File: src/include/gpio_pkg.sv
// ==========================================================
// port register map and pin layout
package gpio_pkg;
  localparam int         PORT_WIDTH       = 8;
  localparam int         ADDR_WIDTH       = 4;
  localparam int         PIN_COUNT        = 3 * PORT_WIDTH;

  // ==========================================================
  // register select codes
  localparam logic [3:0] ADDR_B_DATA      = 4'h0;
  localparam logic [3:0] ADDR_B_CONFIG    = 4'h1;
  localparam logic [3:0] ADDR_B_PIN       = 4'h2;
  localparam logic [3:0] ADDR_G_DATA      = 4'h4;
  localparam logic [3:0] ADDR_G_CONFIG    = 4'h5;
  localparam logic [3:0] ADDR_G_PIN       = 4'h6;
  localparam logic [3:0] ADDR_L_DATA      = 4'h8;
  localparam logic [3:0] ADDR_L_CONFIG    = 4'h9;
  localparam logic [3:0] ADDR_L_PIN       = 4'ha;

  // ==========================================================
  // values after reset and bit masks
  localparam logic [7:0] RESET_VALUE      = 8'h00;
  localparam logic [7:0] B_BONDED_MASK    = 8'hfc;
  localparam logic [7:0] G_DATA_READ_MASK = 8'h3f;

  // ==========================================================
  // control port bit positions
  localparam int         G_WATCHDOG_BIT   = 1;
  localparam int         G_INPUT_ONLY_BIT = 6;
  localparam int         G_OSC_BIT        = 7;
  localparam int         G_IDLE_BIT       = 6;
  localparam int         G_HALT_BIT       = 7;
  localparam int         G_ALT_PHASE_BIT  = 6;
endpackage : gpio_pkg

File: src/multi_port_pin_config.sv
`timescale 1ns/100ps
// Function
// - config and data bits select pin set-up
// - each port has config, data, pin registers
// - analog port has six bonded bits only
// - analog-selected bits read back as zero
// - input-only pin never drives, always hi-z
// - watchdog option turns shared pin into fault
// - oscillator pin drives clock output outside reset
// - control data upper two bits read zero
// - data bit 7 write enters halt
// - data bit 6 write enters idle
// - config bit 6 selects alternate shift phase
// - control bits 0 to 5 individually configurable
// - all wake-up port pins report wake events
module multi_port_pin_config
  import gpio_pkg::*;
(
  input  wire logic                  i_clock,
  input  wire logic                  i_reset,
  input  wire logic                  i_write,
  input  wire logic [ADDR_WIDTH-1:0] i_address,
  input  wire logic [PORT_WIDTH-1:0] i_write_data,
  input  wire logic [PORT_WIDTH-1:0] i_analog_select,
  input  wire logic                  i_watchdog_option,
  input  wire logic                  i_watchdog_fault,
  input  wire logic                  i_oscillator_clock,
  input  wire logic [PORT_WIDTH-1:0] i_b_pin,
  input  wire logic [PORT_WIDTH-1:0] i_g_pin,
  input  wire logic [PORT_WIDTH-1:0] i_l_pin,
  output logic      [PORT_WIDTH-1:0] o_read_data,
  output logic      [PORT_WIDTH-1:0] o_b_out,
  output logic      [PORT_WIDTH-1:0] o_b_oe,
  output logic      [PORT_WIDTH-1:0] o_b_pullup,
  output logic      [PORT_WIDTH-1:0] o_g_out,
  output logic      [PORT_WIDTH-1:0] o_g_oe,
  output logic      [PORT_WIDTH-1:0] o_g_pullup,
  output logic      [PORT_WIDTH-1:0] o_l_out,
  output logic      [PORT_WIDTH-1:0] o_l_oe,
  output logic      [PORT_WIDTH-1:0] o_l_pullup,
  output logic                       o_halt_request,
  output logic                       o_idle_request,
  output logic                       o_alternate_shift_phase,
  output logic      [PORT_WIDTH-1:0] o_wakeup_event
);

  // ==========================================================
  // pin set-up decode, shared by all three ports
  // returns {output enable, output level, pull-up enable}
  function automatic logic [2:0] pin_setup(input logic cfg,
                                           input logic data);
    logic [2:0] result;
    result = {cfg, data, ~cfg & data};
    return result;
  endfunction : pin_setup

  // ==========================================================
  // registers
  logic [PORT_WIDTH-1:0] b_data;
  logic [PORT_WIDTH-1:0] b_config;
  logic [PORT_WIDTH-1:0] g_data;
  logic [PORT_WIDTH-1:0] g_config;
  logic [PORT_WIDTH-1:0] l_data;
  logic [PORT_WIDTH-1:0] l_config;
  logic [PORT_WIDTH-1:0] b_level;
  logic [PORT_WIDTH-1:0] g_level;
  logic [PORT_WIDTH-1:0] l_level;
  logic [PORT_WIDTH-1:0] l_level_last;
  logic [PIN_COUNT-1:0]  raw_pins;
  logic [PIN_COUNT-1:0]  sync_pins;
  logic [PORT_WIDTH-1:0] next_read_data;
  logic [PORT_WIDTH-1:0] next_b_out;
  logic [PORT_WIDTH-1:0] next_b_oe;
  logic [PORT_WIDTH-1:0] next_b_pullup;
  logic [PORT_WIDTH-1:0] next_g_out;
  logic [PORT_WIDTH-1:0] next_g_oe;
  logic [PORT_WIDTH-1:0] next_g_pullup;
  logic [PORT_WIDTH-1:0] next_l_out;
  logic [PORT_WIDTH-1:0] next_l_oe;
  logic [PORT_WIDTH-1:0] next_l_pullup;

  // ==========================================================
  // pin input sampling
  assign raw_pins = {i_l_pin, i_g_pin, i_b_pin};
  assign b_level  = sync_pins[PORT_WIDTH-1:0];
  assign g_level  = sync_pins[2*PORT_WIDTH-1:PORT_WIDTH];
  assign l_level  = sync_pins[PIN_COUNT-1:2*PORT_WIDTH];

  for (genvar i = 0; i < PIN_COUNT; i++) begin : g_sync
    pin_input_sync u_sync (
      .i_clock (i_clock),
      .i_reset (i_reset),
      .i_pin   (raw_pins[i]),
      .o_level (sync_pins[i])
    );
  end

  // ==========================================================
  // register writes
  // reset clears all
  always_ff @(posedge i_clock) begin
    if (i_reset) begin
      b_data   <= RESET_VALUE;
      b_config <= RESET_VALUE;
      g_data   <= RESET_VALUE;
      g_config <= RESET_VALUE;
      l_data   <= RESET_VALUE;
      l_config <= RESET_VALUE;
    end else if (i_write) begin
      case (i_address)
        ADDR_B_DATA:   b_data   <= i_write_data & B_BONDED_MASK;
        ADDR_B_CONFIG: b_config <= i_write_data & B_BONDED_MASK;
        ADDR_G_DATA:   g_data   <= i_write_data & G_DATA_READ_MASK;
        ADDR_G_CONFIG: g_config <= i_write_data;
        ADDR_L_DATA:   l_data   <= i_write_data;
        ADDR_L_CONFIG: l_config <= i_write_data;
        default: ;
      endcase
    end
  end

  // ==========================================================
  // power mode strobes and serial clock phase
  // halt and idle bits are commands, not stored state
  always_ff @(posedge i_clock) begin
    if (i_reset) begin
      o_halt_request <= 1'b0;
      o_idle_request <= 1'b0;
    end else begin
      o_halt_request <= i_write && (i_address == ADDR_G_DATA)
                        && i_write_data[G_HALT_BIT];
      o_idle_request <= i_write && (i_address == ADDR_G_DATA)
                        && i_write_data[G_IDLE_BIT];
    end
  end

  always_ff @(posedge i_clock) begin
    if (i_reset) begin
      o_alternate_shift_phase <= 1'b0;
    end else begin
      o_alternate_shift_phase <= g_config[G_ALT_PHASE_BIT];
    end
  end

  // ==========================================================
  // pad drive decode
  always_comb begin
    for (int i = 0; i < PORT_WIDTH; i++) begin
      {next_b_oe[i], next_b_out[i], next_b_pullup[i]} =
        pin_setup(b_config[i], b_data[i]);
      {next_g_oe[i], next_g_out[i], next_g_pullup[i]} =
        pin_setup(g_config[i], g_data[i]);
      {next_l_oe[i], next_l_out[i], next_l_pullup[i]} =
        pin_setup(l_config[i], l_data[i]);
    end
    next_b_oe     = next_b_oe & B_BONDED_MASK;
    next_b_pullup = next_b_pullup & B_BONDED_MASK;
    // fault pin: pulls low on fault, weak pull-up else
    if (i_watchdog_option) begin
      next_g_oe[G_WATCHDOG_BIT]     = i_watchdog_fault;
      next_g_out[G_WATCHDOG_BIT]    = 1'b0;
      next_g_pullup[G_WATCHDOG_BIT] = 1'b1;
    end
    next_g_oe[G_INPUT_ONLY_BIT]     = 1'b0;
    next_g_out[G_INPUT_ONLY_BIT]    = 1'b0;
    next_g_pullup[G_INPUT_ONLY_BIT] = 1'b0;
    next_g_oe[G_OSC_BIT]            = 1'b1;
    next_g_out[G_OSC_BIT]           = i_oscillator_clock;
    next_g_pullup[G_OSC_BIT]        = 1'b0;
  end

  always_ff @(posedge i_clock) begin
    if (i_reset) begin
      o_b_out    <= RESET_VALUE;
      o_b_oe     <= RESET_VALUE;
      o_b_pullup <= RESET_VALUE;
      o_g_out    <= RESET_VALUE;
      o_g_oe     <= RESET_VALUE;
      o_g_pullup <= RESET_VALUE;
      o_l_out    <= RESET_VALUE;
      o_l_oe     <= RESET_VALUE;
      o_l_pullup <= RESET_VALUE;
    end else begin
      o_b_out    <= next_b_out;
      o_b_oe     <= next_b_oe;
      o_b_pullup <= next_b_pullup;
      o_g_out    <= next_g_out;
      o_g_oe     <= next_g_oe;
      o_g_pullup <= next_g_pullup;
      o_l_out    <= next_l_out;
      o_l_oe     <= next_l_oe;
      o_l_pullup <= next_l_pullup;
    end
  end

  // ==========================================================
  // read-back
  always_comb begin
    case (i_address)
      ADDR_B_DATA:   next_read_data = b_data;
      ADDR_B_CONFIG: next_read_data = b_config;
      // masked pin bits read as zero
      ADDR_B_PIN:    next_read_data = b_level & B_BONDED_MASK
                                      & ~i_analog_select;
      ADDR_G_DATA:   next_read_data = g_data & G_DATA_READ_MASK;
      ADDR_G_CONFIG: next_read_data = g_config;
      ADDR_G_PIN:    next_read_data = g_level;
      ADDR_L_DATA:   next_read_data = l_data;
      ADDR_L_CONFIG: next_read_data = l_config;
      ADDR_L_PIN:    next_read_data = l_level;
      default:       next_read_data = RESET_VALUE;
    endcase
  end

  always_ff @(posedge i_clock) begin
    if (i_reset) begin
      o_read_data <= RESET_VALUE;
    end else begin
      o_read_data <= next_read_data;
    end
  end

  // ==========================================================
  // wake-up edges
  // any level change wakes
  always_ff @(posedge i_clock) begin
    if (i_reset) begin
      l_level_last   <= RESET_VALUE;
      o_wakeup_event <= RESET_VALUE;
    end else begin
      l_level_last   <= l_level;
      o_wakeup_event <= l_level ^ l_level_last;
    end
  end
endmodule : multi_port_pin_config

File: src/pin_input_sync.sv
`timescale 1ns/100ps
// ==========================================================
// three-stage pin synchroniser with agreement filter
module pin_input_sync (
  input  wire logic i_clock,
  input  wire logic i_reset,
  input  wire logic i_pin,
  output logic      o_level
);
  logic stage1;
  logic stage2;
  logic stage3;

  // stage1 feeds only stage2 to keep metastability contained
  always_ff @(posedge i_clock) begin
    if (i_reset) begin
      stage1 <= 1'b0;
      stage2 <= 1'b0;
      stage3 <= 1'b0;
    end else begin
      stage1 <= i_pin;
      stage2 <= stage1;
      stage3 <= stage2;
    end
  end

  // a change counts only once two settled stages agree
  always_ff @(posedge i_clock) begin
    if (i_reset) begin
      o_level <= 1'b0;
    end else if (stage2 == stage3) begin
      o_level <= stage3;
    end
  end
endmodule : pin_input_sync

File: config.mk
export PLATFORM = sky130hd
export DESIGN_NAME = multi_port_pin_config
export DESIGN_NICKNAME = d
export VERILOG_FILES = /design/src/include/gpio_pkg.sv /design/src/multi_port_pin_config.sv /design/src/pin_input_sync.sv
export SDC_FILE = /design/constraint.sdc
export NUM_CORES = 1
export LEC_CHECK = 0
export ABC_CLOCK_PERIOD_IN_PS = 2250
export BUFFER_PORTS_ARGS = -buffer_cell sky130_fd_sc_hd__clkbuf_2
export CORE_AREA = 2 2 147 149
export DETAILED_ROUTE_END_ITERATION = 8
export DIE_AREA = 0 0 149 151
export PLACE_DENSITY = 0.63
export SETUP_SLACK_MARGIN = 0.3
export SLEW_MARGIN = 20
export SYNTH_ARGS = -nofsm -noshare
export SYNTH_HDL_FRONTEND = slang
export SYNTH_HIERARCHICAL = 1
export SYNTH_SLANG_ARGS = --single-unit
File: constraint.sdc
create_clock -name i_clock -period 2.25 [get_ports i_clock]
set_input_delay 0.5625 -clock i_clock [delete_from_list [all_inputs] [get_ports i_clock]]
set_output_delay 0.5625 -clock i_clock [all_outputs]
set_load 0.02 [all_outputs]
=== After elaboration in Yosys (flattened, before gate mapping) ===
Index checks and enable logic that the tools add are counted.

* Input bits: 50
* Output and inout bits: 91
* Flip-flop bits (word level): 227
* Word-level logic and storage cells: 203

* Mux-type cells: 4
* Equal/unequal tests: 30
* Bitwise gates (word level): 43
* Reduce and logical (&&, ||, !) cells: 11

{| class="wikitable"
|+ Operators by type and width
! kind !! count
|-
| $pmux W8 S9 || 1
|-
| $eq A1 B1 Y1 || 22
|-
| $and A1 B1 Y1 || 20
|-
| $not A1 Y1 || 20
|-
| $eq A4 B3 Y1 const B || 3
|-
| $eq A4 B4 Y1 const B || 3
|-
| $reduce_and A2 Y1 || 6
|-
| $and A8 B8 Y8 || 1
|-
| $mux W8 || 1
|-
| $not A8 Y8 || 1
|-
| $xor A8 B8 Y8 || 1
|-
| $eq A4 B1 Y1 const B || 1
|-
| $eq A4 B2 Y1 const B || 1
|-
| $logic_not A4 Y1 || 1
|-
| $logic_and A1 B1 Y1 || 3
|-
| $mux W1 || 2
|-
| $reduce_or A2 Y1 || 1
|}

=== Depth between registers and ports, before layout ===
* Depth in word-level cells: 3
* Depth in mapped cells: 7
* Gate-level depth less buffers: 4

=== By module ===
Netlist, hierarchy kept.

{| class="wikitable"
|+ Modules (own cells, without submodules)
! module !! seq. area each (um^2) !! area each (um^2) !! instances !! cells an instance
|-
| multi_port_pin_config || 2622.5 || 4720.8 || 1 || 463
|-
| pin_input_sync || 80.1 || 112.6 || 22 || 10
|}

=== Worst setup path before layout ===
OpenSTA, ideal clock, no wires.

* Path type: input to register
* From: in i_address[3]
* To: reg g_config[0]
* Stages on the path: 6
* Data arrival time: 1.517 ns
* Path slack: 0.606 ns
* Data required time: 2.122 ns
* Setup time: 0.128 ns
* Buffers on the path: 2
* Cells stage by stage: buf_4 > nor2b_1 > and3_1 > buf_6 > mux2i_1 > nor2_1

* Longest elaborated chain between the ends: 2

{| class="wikitable"
|+ Ends and longest elaborated chain
! what !! RTL line !! source
|-
| start, declared || multi_port_pin_config.sv:22 || <nowiki>input wire logic [ADDR_WIDTH-1:0] i_address,</nowiki>
|-
| $eq A4 B3 Y1 || multi_port_pin_config.sv:110 || <nowiki>case (i_address)</nowiki>
|-
| $reduce_and A2 Y1 (no source line) || - ||
|-
| end signal, assigned || multi_port_pin_config.sv:114 || <nowiki>ADDR_G_CONFIG: g_config <= i_write_data;</nowiki>
|-
| end, declared || multi_port_pin_config.sv:62 || <nowiki>logic [PORT_WIDTH-1:0] g_config;</nowiki>
|}

Every way passes these cells.
A chain may end at the register's enable or synchronous reset.

=== Worst setup path after layout ===
* From: reg o_read_data[4]
* To: out o_read_data[4]

{| class="wikitable"
|+ RTL lines
! what !! RTL line !! source
|-
| start, declared || multi_port_pin_config.sv:31 || <nowiki>output logic [PORT_WIDTH-1:0] o_read_data,</nowiki>
|-
| start signal, assigned || multi_port_pin_config.sv:219 || <nowiki>o_read_data <= next_read_data;</nowiki>
|}

No word-level cell between the ends.

==> results by group <==
Pwr
  – Max VDD drop: between 0.0004 and 0.0005 V
  – Final Power: slightly above 8 mW
  – Leakage: between 3 and 4 nW
  – Cell Pwr Density: ~910 nW/um^2

Worst setup path
  – CP required: ~1.7 ns
  – Worst r2r src: l_config[5]
  – Startpoint Class: register
  – WP depth: 1
  – Crit path launch: o_read_data[4]
  – R2R Setup Slk: 0.98 ns
  – FF-to-FF path depth: 4
  – CP Max Fanout: 1
  – CP endpoint kind: output port
  – Crit path to: o_read_data[4]
  – CP top delay family: flip-flops
  – CP Buf/Inv Count: 1
  – Worst path max stage delay: 0.32 ns
  – Max stage delay cell, worst path: dfxtp_1
  – Critical path class: register to output port
  – Crit path cell chain: clkbuf_2
  – Crit path arrival time: around 1.0 ns
  – R2R Path End: o_read_data[5]

Floorplan
  – Die height: between 150 and 200 um
  – Die width: 149 um
  – I/O pin count: between 100 and 150
  – Die area: 22,500 um^2
  – Initial core utilization: 0.346
  – Core Footprint: ~21,000 um^2
  – Row count: 53

Flow run
  – Max_cap viols: 0

Route
  – Vias per inst: about 4.4
  – Final ANT Viol Nets: 0
  – Routed wire length: around 16 mm
  – Via count: about 4,900
  – TritonRoute pass-1 iters: 4
  – Routed WL per cell: approximately 14 um
  – Drc violations: 0
  – DRT iter0 DRCs: 223

Clocking
  – TritonCTS Buffers: 24
  – H-tree depth: 1
  – Clk_lat worst skew: roughly 0.50 ns
  – Post-CTS sizing: 0
  – Clk Tree Root Cell: clkbuf_16
  – Setup Fix Bufs, Post-CTS: 0
  – Clock sink count: between 200 and 250
  – CTS tree: yes
  – CTS Hold Bufs: 0
  – Clock Pin Slew Worst Setup and Hold Paths: 0.06 ns
  – Clock tree buffer depth: 3

STA
  – Unrepaired setup endpoints after global routing: no
  – Fmax: approximately 640 MHz
  – Setup tns final: 0 ns
  – Final worst-path cycle share: 0.699
  – Final Hold Vio Count: 0
  – Fin. max-slew vios: 0
  – Setup Skew: about 0.0075 ns
  – Min cycle time layout: 1.57 ns
  – Final setup fails: 0

Layout
  – N_diodes: 0
  – P&R area growth vs syn: 24.8%
  – Nets: 880
  – Register area: 4380 um^2
  – Fraction of layout cells with a size suffix above 1: 0.237
  – Multi-input logic area: 2590 um^2
  – # fillers: between 2,000 and 2,500

Logic synthesis
  – Synth Instances: ~700
  – Syn Std Cell Area: 7200 um^2
  – Main synth FF type: dfxtp_1
  – Yosys warnings: 6
  – Avg Cell Area, Syn: between 10 and 15 um^2
  – Synth Register Bits: roughly 220
  – Sequential share of the synthesized area: 0.609
  – Post-synth EDFFs: 0
  – Cell variety after synth: 45
  – Synth async-reset ratio: 0

Placed design
  – I/O Buffers: 126
  – Placer Congestion: around 0.81
  – DP HPWL: 11.0 mm

Global routing
  – Total GRT Usage: 0.137
  – Gr ovfl total: 0
  – First-pass GRT wire length: approximately 24 mm
  – Vias in the first global route: between 4,000 and 5,000
  – Maximum number of pins on one net before global-route repair: between 40 and 50
  – Initial antenna violation count: 0

Hold path
  – Hold WC Path Type: input pin to register

Run status
  – Status: completed
==> area by class of cell <==
class,count,area share
flip-flops and latches,219,0.488
clock buffers,35,0.0783
well taps,275,0.0383
multi-input cells,430,0.289
inverters,4,0.00167
clock inverters,8,0.0106
repair buffers,151,0.0946
==> through the flow <==
step           instances  utilization  hold WS [ns]  setup slack, ns  cell area [um^2]
6_report            1122        0.431         0.268            0.677              8980
5_1_grt             1122        0.431         0.253            0.632              8980
4_1_cts             1122        0.431         0.249            0.653              8980
3_5_place_dp        1079        0.393         0.423            0.271              8190
3_3_place_gp        1079        0.393         0.417            0.316              8190
2_1_floorplan        692            -         0.414            0.606              7230
==> report_power, final <==
group	total, mW	internal [mW]	leakage, nW	switching [mW]
Combinational	0.329	0.128	1.53	0.201
Sequential	3.98	3.95	1.78	0.0309
Clock	3.86	2.39	0.388	1.47
==> cell families after synthesis <==
group,Yosys count,share of synthesized area
flops,219,0.609
other cells,1,0.000521
xor+xnor,8,0.00973
compound gates,107,0.0888
simple gates,269,0.205
buf+inv,43,0.0353
mux,36,0.0511
==> synthesized netlist by cell type (all sizes together) (3+ instances only) <==
cell type | number | area [um^2]
inv | 4 | 15.0
a22oi | 7 | 52.6
clkbuf | 13 | 50.0
mux2 | 6 | 67.6
a21oi | 53 | 265
nor2b | 138 | 863
nand3 | 23 | 120
nand2 | 47 | 179
xnor2 | 8 | 70.1
and3 | 4 | 25.0
mux2i | 30 | 300
o2bb2ai | 4 | 35.0
a32oi | 3 | 26.3
a22o | 5 | 43.8
nor2 | 41 | 156
dfxtp | 219 | 4380
o21ai | 24 | 120
nor3b | 5 | 48.8
buf | 26 | 189
==> registers in the layout, summed over array words and instances, names as in the netlist, 22 cells and up <==
signal                 cells
g_sync.u_sync/stage2      22
g_sync.u_sync/stage1      22
g_sync.u_sync/o_level     22
g_sync.u_sync/stage3      22
==> worst min path at each step <==
stage / from / end / cells past startpoint
2_1_floorplan: g_sync[10].u_sync/stage1 / g_sync[10].u_sync/stage2 / 1
3_3_place_gp: g_sync[3].u_sync/stage1 / g_sync[3].u_sync/stage2 / 1
3_5_place_dp: g_sync[19].u_sync/stage1 / g_sync[19].u_sync/stage2 / 1
4_1_cts: i_l_pin[6] / g_sync[22].u_sync/stage1 / 2
5_1_grt: i_l_pin[6] / g_sync[22].u_sync/stage1 / 2
6_report: i_b_pin[5] / g_sync[5].u_sync/stage1 / 2
==> placed cells by master (no fill, tap or decap), types with 3 or more instances in the layout <==
cell         n
dfxtp_1    219
nor2b_1    138
clkbuf_2   125
a21oi_1     53
nand2_1     46
nor2_1      40
mux2i_1     30
clkbuf_16   25
buf_4       23
nand3_1     22
o21ai_1     22
conb_1      10
xnor2_1      8
a22oi_1      7
mux2_2       6
clkbuf_1     6
a22o_1       5
inv_1        4
o2bb2ai_1    4
and3_1       4
nor3b_1      4
clkbuf_8     4
clkinv_2     4
a32oi_1      3
==> layer usage <==
metal	vias to the layer above	track usage	share of wire	wire (um)
li1	2562	-	-	-
met1	2210	0.179	0.45	7010
met2	141	0.226	0.46	7130
met3	26	0.0340	0.070	1090
met4	0	0.0390	0.020	306
met5	-	0	0	0
Note: power is estimated with default switching activity, not from simulation.
